### config.mk
export PLATFORM = sky130hd
export DESIGN_NAME = sscs_host
export DESIGN_NICKNAME = d
export VERILOG_FILES = /design/src/hdl/sscs_pkg.sv /design/src/hdl/sscs_host.sv
export SDC_FILE = /design/constraint.sdc
export NUM_CORES = 1
export LEC_CHECK = 0
export BUFFER_PORTS_ARGS = -buffer_cell sky130_fd_sc_hd__buf_4
export CAP_MARGIN = 20
export CORE_MARGIN = 4
export CORE_UTILIZATION = 50
export DETAILED_ROUTE_END_ITERATION = 10
export GPL_ROUTABILITY_DRIVEN = 0
export HOLD_SLACK_MARGIN = 0.05
export PLACE_DENSITY = 0.68
export SYNTH_ARGS = -nofsm -noshare
export SYNTH_HDL_FRONTEND = slang
export SYNTH_SLANG_ARGS = --single-unit
### constraint.sdc
create_clock -name pclk -period 2.9 [get_ports pclk]
set_input_delay 0.145 -clock pclk [delete_from_list [all_inputs] [get_ports pclk]]
set_output_delay 0.145 -clock pclk [all_outputs]
set_load 0.02 [all_outputs]
### src/hdl/sscs_pkg.sv
package sscs_pkg;
  // register offsets (byte addresses, one aligned word each)
  localparam logic [7:0] REG_CTRL = 8'h00; // mode and start
  localparam logic [7:0] REG_REF = 8'h04; // ref_divider and prescaler choice
  localparam logic [7:0] REG_CHAN = 8'h08; // division count of the wanted channel
  localparam logic [7:0] REG_STAT = 8'h0C; // status
  // control fields
  localparam int CTRL_START = 0; // write 1: program the channel
  localparam int CTRL_TX = 1; // 1 = transmit, 0 = receive
  localparam int CTRL_ENABLE = 2; // 0 = both selects released high
  localparam int REF_PRESC = 14; // 0 = prescaler 64, 1 = 128
  // status fields
  localparam int STAT_BUSY = 0;
  localparam int STAT_LOCK = 1;
  localparam int STAT_READY = 2;
  localparam int STAT_LOCK_FAIL = 3;
  localparam int STAT_REFUSED = 4;
  localparam int STAT_FIRST_DONE = 5;
  // field widths
  localparam int MAIN_W = 11;
  localparam int SWAL_W = 7;
  localparam int REFD_W = 14;
  localparam int WORD_W = 19;
  // operation bits at the head of the reference word
  localparam logic OP_CHARGE_PUMP = 1'b0;
  localparam logic OP_LOCK_OUT = 1'b0;
  localparam logic OP_PHASE_POL = 1'b1;
  // latch select values (last bit shifted)
  localparam logic SEL_REF = 1'b1;
  localparam logic SEL_DIV = 1'b0;
  // limits
  localparam int MAIN_MIN = 3;
  localparam int REFD_MIN = 3;
  // reset values
  localparam logic [REFD_W:0] REF_RESET = 15'h06A4; // 1700, prescaler 64
  localparam logic [31:0] CHAN_RESET = 32'h0000_8858; // 34904
  // timing
  localparam int CLK_MHZ = 100;
  localparam int BIT_HALF_US = 100; // half period of the serial clock
  localparam int BIT_HALF_CYC = BIT_HALF_US * CLK_MHZ;
  localparam int LOCK_CHECK_MS = 20;
  localparam int SETTLE_FIRST_MS = 40;
  localparam int SETTLE_LATER_MS = 20;
  localparam int LOCK_CHECK_CYC = LOCK_CHECK_MS * 1000 * CLK_MHZ;
  localparam int SETTLE_FIRST_CYC = SETTLE_FIRST_MS * 1000 * CLK_MHZ;
  localparam int SETTLE_LATER_CYC = SETTLE_LATER_MS * 1000 * CLK_MHZ;
endpackage

### src/hdl/sscs_host.sv
// Function
// - transmit: tx select low, rx select high
// - receive: rx select low, tx select high
// - data pulses between 100 us and 15 ms
// - prescaler is 64 or 128
// - main divider 11 bits, 3 to 2047
// - swallow divider 7 bits, 0 to 127
// - reference divider 14 bits, 3 to 16383
// - compare frequency 6.25, 12.5 or 25 kHz
// - main is quotient, swallow is remainder
// - charge pump bit always sent 0
// - lock output select bit always 0
// - phase polarity bit always 1
// - operation bits head the reference word
// - latch select bit is shifted last
// - the two words go in either order
// - vco target is channel minus offset
// - ref divider is reference over compare
// - channel change sends that channel's settings
// - reprogram only in receive mode; a start with enable clear is also accepted
// - check lock high 20 ms after change
// - wait 40 ms first, 20 ms later
`timescale 1ns/1ps
`default_nettype none
////////////////////////////////////////////////////////////////////////////
// overview
// software writes the reference word value and the division count, then
// sets start with transmit clear; the block splits the count by the
// prescaler, shifts the reference word and then the divider word msb first,
// pulses the load strobe after each, and waits for the vco to settle.
// register map, one aligned word each:
//   0x00 control: bit 0 start (self clearing), bit 1 transmit, bit 2 enable
//   0x04 reference: bits 13:0 reference divider, bit 14 prescaler 128
//   0x08 channel: division count of the wanted channel
//   0x0C status: busy, lock, ready, lock fail, refused, first done
// the count and reference divider are computed by software from the channel table, so this
// block only splits and range-checks them; a bad count is refused, never wrapped.
// serial timing: data moves while the shift clock is low and stands for
// two half periods, 200 us at the default count, well inside the limits
// on pulse width; a slower clock only costs programming time.
// the block cannot see whether the radio was power cycled, so software
// must pulse reset after powering it, to get the longer first settle.
module sscs_host #(
  parameter int HALF_CYC = sscs_pkg::BIT_HALF_CYC,
  parameter int LOCK_CYC = sscs_pkg::LOCK_CHECK_CYC,
  parameter int FIRST_CYC = sscs_pkg::SETTLE_FIRST_CYC,
  parameter int LATER_CYC = sscs_pkg::SETTLE_LATER_CYC
) (
  // clock, reset, enable
  input wire logic pclk,
  input wire logic presetn,
  input wire logic clk_en,
  // apb slave
  input wire logic psel,
  input wire logic penable,
  input wire logic pwrite,
  input wire logic [7:0] paddr,
  input wire logic [31:0] pwdata,
  output logic [31:0] prdata,
  output logic pready,
  output logic pslverr,
  // synthesizer serial lines
  output logic syn_clk,
  output logic syn_data,
  output logic latch_load_strobe,
  input wire logic lock_detect,
  // mode selects
  output logic tx_select_n,
  output logic rx_select_n
);

  ////////////////////////////////////////////////////////////////////////////
  // elaboration checks
  initial begin
    if (HALF_CYC < 1 || LOCK_CYC < 1 || FIRST_CYC < 1 || LATER_CYC < 1) begin
      $error("sscs_host: timing counts must be at least one cycle");
    end
    // the lock check counts down inside the settle wait, so it must fit there
    if (LOCK_CYC > FIRST_CYC || LOCK_CYC > LATER_CYC) begin
      $error("sscs_host: lock check must not be later than the settle time");
    end
  end

  ////////////////////////////////////////////////////////////////////////////
  // types and declarations
  // the sequencer walks low, high per bit, then load and gap per word
  typedef enum logic [2:0] {
    SSCS_IDLE, SSCS_LOW, SSCS_HIGH, SSCS_LOAD, SSCS_GAP, SSCS_SETTLE
  } sscs_state_t;

  sscs_state_t state_reg; // sequencer state
  logic [sscs_pkg::REFD_W:0] ref_reg; // prescaler choice and ref divider
  logic [31:0] chan_reg; // division count
  logic tx_reg; // transmit requested
  logic en_reg; // selects active at all
  logic [sscs_pkg::WORD_W-1:0] shift_reg; // word being sent, msb first
  logic [4:0] bit_reg; // bits left in word
  logic word_reg; // 0 = reference word, 1 = divider word
  logic [31:0] cnt_reg; // shared timer
  logic lock_s1_reg; // synchroniser stage one
  logic lock_s2_reg; // synchronised lock
  logic first_done_reg; // first channel since reset done
  logic lock_fail_reg; // lock not seen at check
  logic refused_reg; // start refused (tx, bad value or busy)
  logic ready_reg; // settle time elapsed
  logic checked_reg; // lock check already made this change
  logic start_w; // start write strobe
  logic wr_w; // apb write access
  logic [sscs_pkg::MAIN_W-1:0] main_w; // computed main divider
  logic [sscs_pkg::SWAL_W-1:0] swal_w; // computed swallow divider
  logic values_ok_w; // dividers inside their ranges
  logic [sscs_pkg::WORD_W-1:0] ref_word_w; // reference word
  logic [sscs_pkg::WORD_W-1:0] div_word_w; // divider word

  ////////////////////////////////////////////////////////////////////////////
  // apb slave: zero wait states, unmapped reads give zero, no error
  // read data is fetched at setup, so the access phase never needs to wait
  assign pready = 1'b1;
  assign pslverr = 1'b0;
  assign wr_w = psel && penable && pwrite && clk_en;
  assign start_w = wr_w && paddr == sscs_pkg::REG_CTRL && pwdata[sscs_pkg::CTRL_START];

  // control registers; a write while frozen by clk_en is lost, not delayed
  // the start bit is not stored, it only acts in the cycle of its write
  always_ff @(posedge pclk or negedge presetn) begin
    if (!presetn) begin
      ref_reg <= sscs_pkg::REF_RESET;
      chan_reg <= sscs_pkg::CHAN_RESET;
      tx_reg <= 1'b0;
      en_reg <= 1'b0;
    end else if (wr_w) begin
      unique case (paddr)
        sscs_pkg::REG_CTRL: begin
          tx_reg <= pwdata[sscs_pkg::CTRL_TX];
          en_reg <= pwdata[sscs_pkg::CTRL_ENABLE];
        end
        // software derives the reference divider from the compare frequency
        sscs_pkg::REG_REF: ref_reg <= pwdata[sscs_pkg::REFD_W:0];
        // count of the vco target, channel minus the offset, from the table
        sscs_pkg::REG_CHAN: chan_reg <= pwdata;
        default: begin
          // writes elsewhere are ignored
        end
      endcase
    end
  end

  // read data comes from a flip-flop, loaded during setup
  always_ff @(posedge pclk or negedge presetn) begin
    if (!presetn) begin
      prdata <= 32'h0000_0000;
    end else if (clk_en && psel && !penable && !pwrite) begin
      unique case (paddr)
        sscs_pkg::REG_CTRL: prdata <= {29'h0000_0000, en_reg, tx_reg, 1'b0};
        sscs_pkg::REG_REF: prdata <= {17'h0_0000, ref_reg};
        sscs_pkg::REG_CHAN: prdata <= chan_reg;
        sscs_pkg::REG_STAT: prdata <= {26'h000_0000, first_done_reg, refused_reg,
          lock_fail_reg, ready_reg, lock_s2_reg, state_reg != SSCS_IDLE};
        default: prdata <= 32'h0000_0000;
      endcase
    end
  end

  ////////////////////////////////////////////////////////////////////////////
  // divider arithmetic and word assembly
  // prescaler 64 or 128 makes the split a plain bit select, no divider needed
  always_comb begin
    // quotient and remainder by the chosen prescaler
    if (ref_reg[sscs_pkg::REF_PRESC]) begin
      main_w = chan_reg[sscs_pkg::MAIN_W+6:7];
      swal_w = chan_reg[6:0];
    end else begin
      main_w = chan_reg[sscs_pkg::MAIN_W+5:6];
      swal_w = {1'b0, chan_reg[5:0]};
    end
  end
  // counts too big for the 11-bit main divider are refused rather than wrapped
  assign values_ok_w = (ref_reg[sscs_pkg::REF_PRESC] ? chan_reg[31:18] == 14'h0000
      : chan_reg[31:17] == 15'h0000)
    && main_w >= sscs_pkg::MAIN_W'(sscs_pkg::MAIN_MIN)
    && ref_reg[sscs_pkg::REFD_W-1:0] >= sscs_pkg::REFD_W'(sscs_pkg::REFD_MIN);
  // op bits first, then ref divider, select bit last
  assign ref_word_w = {sscs_pkg::OP_CHARGE_PUMP, sscs_pkg::OP_LOCK_OUT,
    sscs_pkg::OP_PHASE_POL, ref_reg[sscs_pkg::REFD_W-1:0],
    ref_reg[sscs_pkg::REF_PRESC], sscs_pkg::SEL_REF};
  assign div_word_w = {main_w, swal_w, sscs_pkg::SEL_DIV};

  ////////////////////////////////////////////////////////////////////////////
  // lock detect synchroniser; the pin is asynchronous to pclk and may chatter
  // while the loop pulls in, so only the second stage is ever read
  always_ff @(posedge pclk or negedge presetn) begin
    if (!presetn) begin
      lock_s1_reg <= 1'b0;
      lock_s2_reg <= 1'b0;
    end else if (clk_en) begin
      lock_s1_reg <= lock_detect;
      lock_s2_reg <= lock_s1_reg;
    end
  end

  ////////////////////////////////////////////////////////////////////////////
  // serial sequencer: reference word then divider word, then settle
  // one shared timer paces half periods, the strobe, the gap and the settle wait
  always_ff @(posedge pclk or negedge presetn) begin
    if (!presetn) begin
      state_reg <= SSCS_IDLE;
      shift_reg <= '0;
      bit_reg <= 5'h00;
      word_reg <= 1'b0;
      cnt_reg <= 32'h0000_0000;
    end else if (clk_en) begin
      unique case (state_reg)
        SSCS_IDLE: begin
          // a start in transmit mode is refused to avoid stray emission; the mode
          // written with the start counts, since it takes effect at the same edge
          if (start_w && !pwdata[sscs_pkg::CTRL_TX] && values_ok_w) begin
            shift_reg <= ref_word_w;
            bit_reg <= 5'(sscs_pkg::WORD_W);
            word_reg <= 1'b0;
            cnt_reg <= 32'(HALF_CYC - 1);
            state_reg <= SSCS_LOW;
          end
        end
        SSCS_LOW: begin
          // data set up while the clock is low
          if (cnt_reg == 32'h0000_0000) begin
            cnt_reg <= 32'(HALF_CYC - 1);
            state_reg <= SSCS_HIGH;
          end else begin
            cnt_reg <= cnt_reg - 32'h0000_0001;
          end
        end
        SSCS_HIGH: begin
          if (cnt_reg == 32'h0000_0000) begin
            cnt_reg <= 32'(HALF_CYC - 1);
            shift_reg <= {shift_reg[sscs_pkg::WORD_W-2:0], 1'b0};
            bit_reg <= bit_reg - 5'h01;
            state_reg <= (bit_reg == 5'h01) ? SSCS_LOAD : SSCS_LOW;
          end else begin
            cnt_reg <= cnt_reg - 32'h0000_0001;
          end
        end
        SSCS_LOAD: begin
          // strobe high for one half period, rising as the last clock falls
          if (cnt_reg == 32'h0000_0000) begin
            cnt_reg <= 32'(HALF_CYC - 1);
            state_reg <= SSCS_GAP;
          end else begin
            cnt_reg <= cnt_reg - 32'h0000_0001;
          end
        end
        SSCS_GAP: begin
          // gap with all lines low before the next word or the settle wait
          if (cnt_reg != 32'h0000_0000) begin
            cnt_reg <= cnt_reg - 32'h0000_0001;
          end else if (!word_reg) begin
            shift_reg <= div_word_w;
            bit_reg <= 5'(sscs_pkg::WORD_W);
            word_reg <= 1'b1;
            cnt_reg <= 32'(HALF_CYC - 1);
            state_reg <= SSCS_LOW;
          end else begin
            // first change waits longer while the vco settles
            cnt_reg <= first_done_reg ? 32'(LATER_CYC - 1) : 32'(FIRST_CYC - 1);
            state_reg <= SSCS_SETTLE;
          end
        end
        SSCS_SETTLE: begin
          if (cnt_reg == 32'h0000_0000) begin
            state_reg <= SSCS_IDLE;
          end else begin
            cnt_reg <= cnt_reg - 32'h0000_0001;
          end
        end
        default: state_reg <= SSCS_IDLE;
      endcase
    end
  end

  ////////////////////////////////////////////////////////////////////////////
  // status flags
  always_ff @(posedge pclk or negedge presetn) begin
    if (!presetn) begin
      first_done_reg <= 1'b0;
      lock_fail_reg <= 1'b0;
      refused_reg <= 1'b0;
      ready_reg <= 1'b0;
      checked_reg <= 1'b0;
    end else if (clk_en) begin
      if (start_w) begin
        // an accepted start clears old results; a refusal sets its flag at once
        // judged on the mode written together with the start, as the sequencer does
        refused_reg <= pwdata[sscs_pkg::CTRL_TX] || !values_ok_w ||
          state_reg != SSCS_IDLE;
        if (!pwdata[sscs_pkg::CTRL_TX] && values_ok_w && state_reg == SSCS_IDLE) begin
          ready_reg <= 1'b0;
          lock_fail_reg <= 1'b0;
          checked_reg <= 1'b0;
        end
      end
      // lock checked once, lock-check time after the change
      // both checks share checked_reg, so a chattering lock is never judged twice
      if (state_reg == SSCS_SETTLE && !checked_reg &&
          cnt_reg == 32'(FIRST_CYC - LOCK_CYC) && !first_done_reg) begin
        checked_reg <= 1'b1;
        lock_fail_reg <= !lock_s2_reg;
      end
      if (state_reg == SSCS_SETTLE && !checked_reg &&
          cnt_reg == 32'(LATER_CYC - LOCK_CYC) && first_done_reg) begin
        checked_reg <= 1'b1;
        lock_fail_reg <= !lock_s2_reg;
      end
      if (state_reg == SSCS_SETTLE && cnt_reg == 32'h0000_0000) begin
        ready_reg <= 1'b1;
        first_done_reg <= 1'b1;
      end
    end
  end

  ////////////////////////////////////////////////////////////////////////////
  // pin outputs, all from flip-flops
  // registered so that the pins never glitch while the state changes
  always_ff @(posedge pclk or negedge presetn) begin
    if (!presetn) begin
      syn_clk <= 1'b0;
      syn_data <= 1'b0;
      latch_load_strobe <= 1'b0;
      tx_select_n <= 1'b1;
      rx_select_n <= 1'b1;
    end else if (clk_en) begin
      syn_clk <= state_reg == SSCS_HIGH;
      // each bit stands two half periods on the data line
      syn_data <= shift_reg[sscs_pkg::WORD_W-1];
      latch_load_strobe <= state_reg == SSCS_LOAD;
      // transmit only when idle; never both selects low
      tx_select_n <= !(en_reg && tx_reg && state_reg == SSCS_IDLE);
      rx_select_n <= !(en_reg && !(tx_reg && state_reg == SSCS_IDLE));
    end
  end

endmodule
`default_nettype wire

==> results.ini <==
[run_status]
status=completed

[setup_path]
required_ps=3200
timing.rr.start=cnt_reg[0]$_DFFE_PN0P_
crit_fanout=46
cp-end-kind=flip-flop
startpoint=cnt_reg[0]$_DFFE_PN0P_
endpoint=bit_reg[2]$_DFFE_PN0P_
worst-r2r-cell-count=10
worstPathArrival_ps=3060
r2r-end=bit_reg[2]$_DFFE_PN0P_
startpoint_type=flip-flop
worst-setup-path-type=flip-flop to flip-flop
rrSetupSlack_ps=140

[placed_design]
dpl.hpwl_um=14200
pre_cts_slack_ps=130
portBuffers=83

[routing]
drtAntennaViolNets=0
wirelength_um=20600
vias=6737
first_pass_iters=6
drt_iter0_drc=657
drcViolationCount=0
routed_via_density=6.06
wire_per_inst_um=18.6

[synth]
syn_inst=791
synth-edff-count=0
syn_nets=841
ys.flop_type=dfrtp_1
yosys.area.top_type=dfrtp_1
async_flop_share_pct=100
ys_ff_latch=153
synth_area_per_cell_um2=9.82
synth_seq_area_share_pct=49.5
synth_area_leaders=dfrtp_1, mux2_2, o21ai_0
syn_area_um2=7760
synth_warnings=0
synth_cell_type_count=73
synth_top_area_share_pct=45.4

[floorplanning]
die_x_um=133
die_area_um2=17600
rows=45
core_um2=15200
initial_utilization_pct=51.1
die_y_um=133
ios=86

[clock_network]
post-cts-setup-buffer-count=0
clock_path_buffers=2
cts_tree=done
cts_sinks=153
cts-root-buf=clkbuf_16
h-tree-depth=4
clk_pin_slew_ps=60
cts_made_buffers=17
clock_latency_ps=420

[power_and_ir_drop]
p_leak_uw=0.00429
power_frac_clock_pct=40.6
p_int_uw=3900
pwr-share-seq_pct=44.7
p_comb_share_pct=14.7
p_sw_share_pct=28.9
powerDensity_nw_per_um2=568
ir_drop_mv=0.421
p_sw_uw=1580

[final_layout]
diodes=0
nets=961
syn_to_final_growth_pct=24.4
layout_common_cells=dfrtp_1, buf_4, o21ai_0, nand2_1, mux2_2
final_common_cell=dfrtp_1
drive_above_1_share_pct=26.8

[grt]
grt_pass1_vias=6682
grt_max_degree=67
grt_first_pass_wirelength_um=34300
grt_usage_pct=23.7
antenna_found_initial=0
grt_overflow_total=0

[sta]
finClkSkew_ps=10.9
hold_violations=0
whs_ps=79.3
rsz0062_at_grt=true
final.period_utilization_pct=95.0
setup_slack_ps=145
worstMarginPinSlew_ps=765
slew_headroom_pct=48.3
period_minus_slack_ps=2760
finalSetupViolCount=0
max_freq_mhz=363
drv_slew=0

[worst_hold_path]
hold_class=input pin to flip-flop

[flow_run]
maxCapViolCount=0

## power groups by stage
stage | clock [µW] | combinational, µW | sequential (µW)
2_1_floorplan | 0 | 493 | 2420
3_3_place_gp | 0 | 721 | 2470
3_5_place_dp | 0 | 753 | 2480
4_1_cts | 2270 | 793 | 2440
5_1_grt | 2370 | 887 | 2470
6_report | 2230 | 806 | 2450
## critical path, stage by stage (launching register included)
cell and delay (ps):
dfrtp_1 450, inv_1 90, ha_1 190, or4b_1 510
nor4_4 280, nand4b_2 220, a21oi_1 180, and3b_1 220
buf_12 210, o21ai_0 130, o2bb2ai_1 140
## how the worst min path moves through the flow
stage             from                       to  depth (start not counted)
4_1_cts         clk_en  rx_select_n$_DFFE_PN1P_                          2
6_report        clk_en  rx_select_n$_DFFE_PN1P_                          2
3_3_place_gp   presetn  cnt_reg[24]$_DFFE_PN0P_                          1
2_1_floorplan  presetn   bit_reg[0]$_DFFE_PN0P_                          0
3_5_place_dp   presetn  cnt_reg[24]$_DFFE_PN0P_                          1
5_1_grt         clk_en  rx_select_n$_DFFE_PN1P_                          2
## layer usage
layer / vias to the layer above / track usage (%) / share of wire [%]
li1: 3160 / - / -
met1: 3312 / 33.0 / 44
met2: 228 / 38.2 / 48
met3: 37 / 4.30 / 5.4
met4: 0 / 6.93 / 2.0
met5: - / 0 / 0
## Yosys cell counts, drive strengths merged, types with 4 or more instances
cell and number:
nand2 86, inv 23, nor2 59, nand4 5
o221ai 7, a222oi 8, nor3 19, o21ai 95
or4 7, a21oi 41, clkbuf 29, o22ai 9
and2 4, a31oi 15, a22oi 16, nand4b 5
mux2 65, o31ai 6, nand2b 11, or3 6
buf 24, dfrtp 141, o41ai 5, a32oi 4
nor4 20, nand3 15, dfstp 12
## logic make-up (layout without fill, tap and decap cells)
logic type / after synthesis / after routing / share of synthesized area [%]
AND/OR/NAND/NOR: 252 / 252 / 16.5
AO/OA/AOI/OAI: 232 / 232 / 18.6
flip-flops: 153 / 153 / 49.5
buffers and inverters: 76 / 209 / 4.17
multiplexers: 70 / 70 / 10.4
adder cells (fa/ha/maj): 3 / 3 / 0.483
XOR/XNOR: 3 / 3 / 0.338
other: 2 / 2 / 0.0967
## layout make-up
cell class,instances,area (µm²)
clock inverter,14,161
sequential,153,3840
tap,188,235
fill,1243,5550
multi-input combinational,562,3610
inverter,23,86.3
clock buffer,18,429
timing repair buffer,154,1290
## timing repair
action,in CTS,in global routing
resized for setup,0,3
hold buffers,34,0
hold endpoints to repair,108,0
setup endpoints to repair,0,14
## stage by stage
| step | instance area [µm²] | util, % | TNS [ps] | cells | power [µW] |
|---|---|---|---|---|---|
| 2_1_floorplan | 7760 | - | 0 | 791 | 2920 |
| 3_3_place_gp | 8680 | 57.1 | 0 | 1045 | 3190 |
| 3_5_place_dp | 8680 | 57.1 | 0 | 1045 | 3240 |
| 4_1_cts | 9620 | 63.3 | 0 | 1111 | 5500 |
| 5_1_grt | 9660 | 63.5 | -44.8 | 1112 | 5730 |
| 6_report | 9660 | 63.5 | 0 | 1112 | 5490 |
Note: power is estimated with default switching activity, not from simulation.
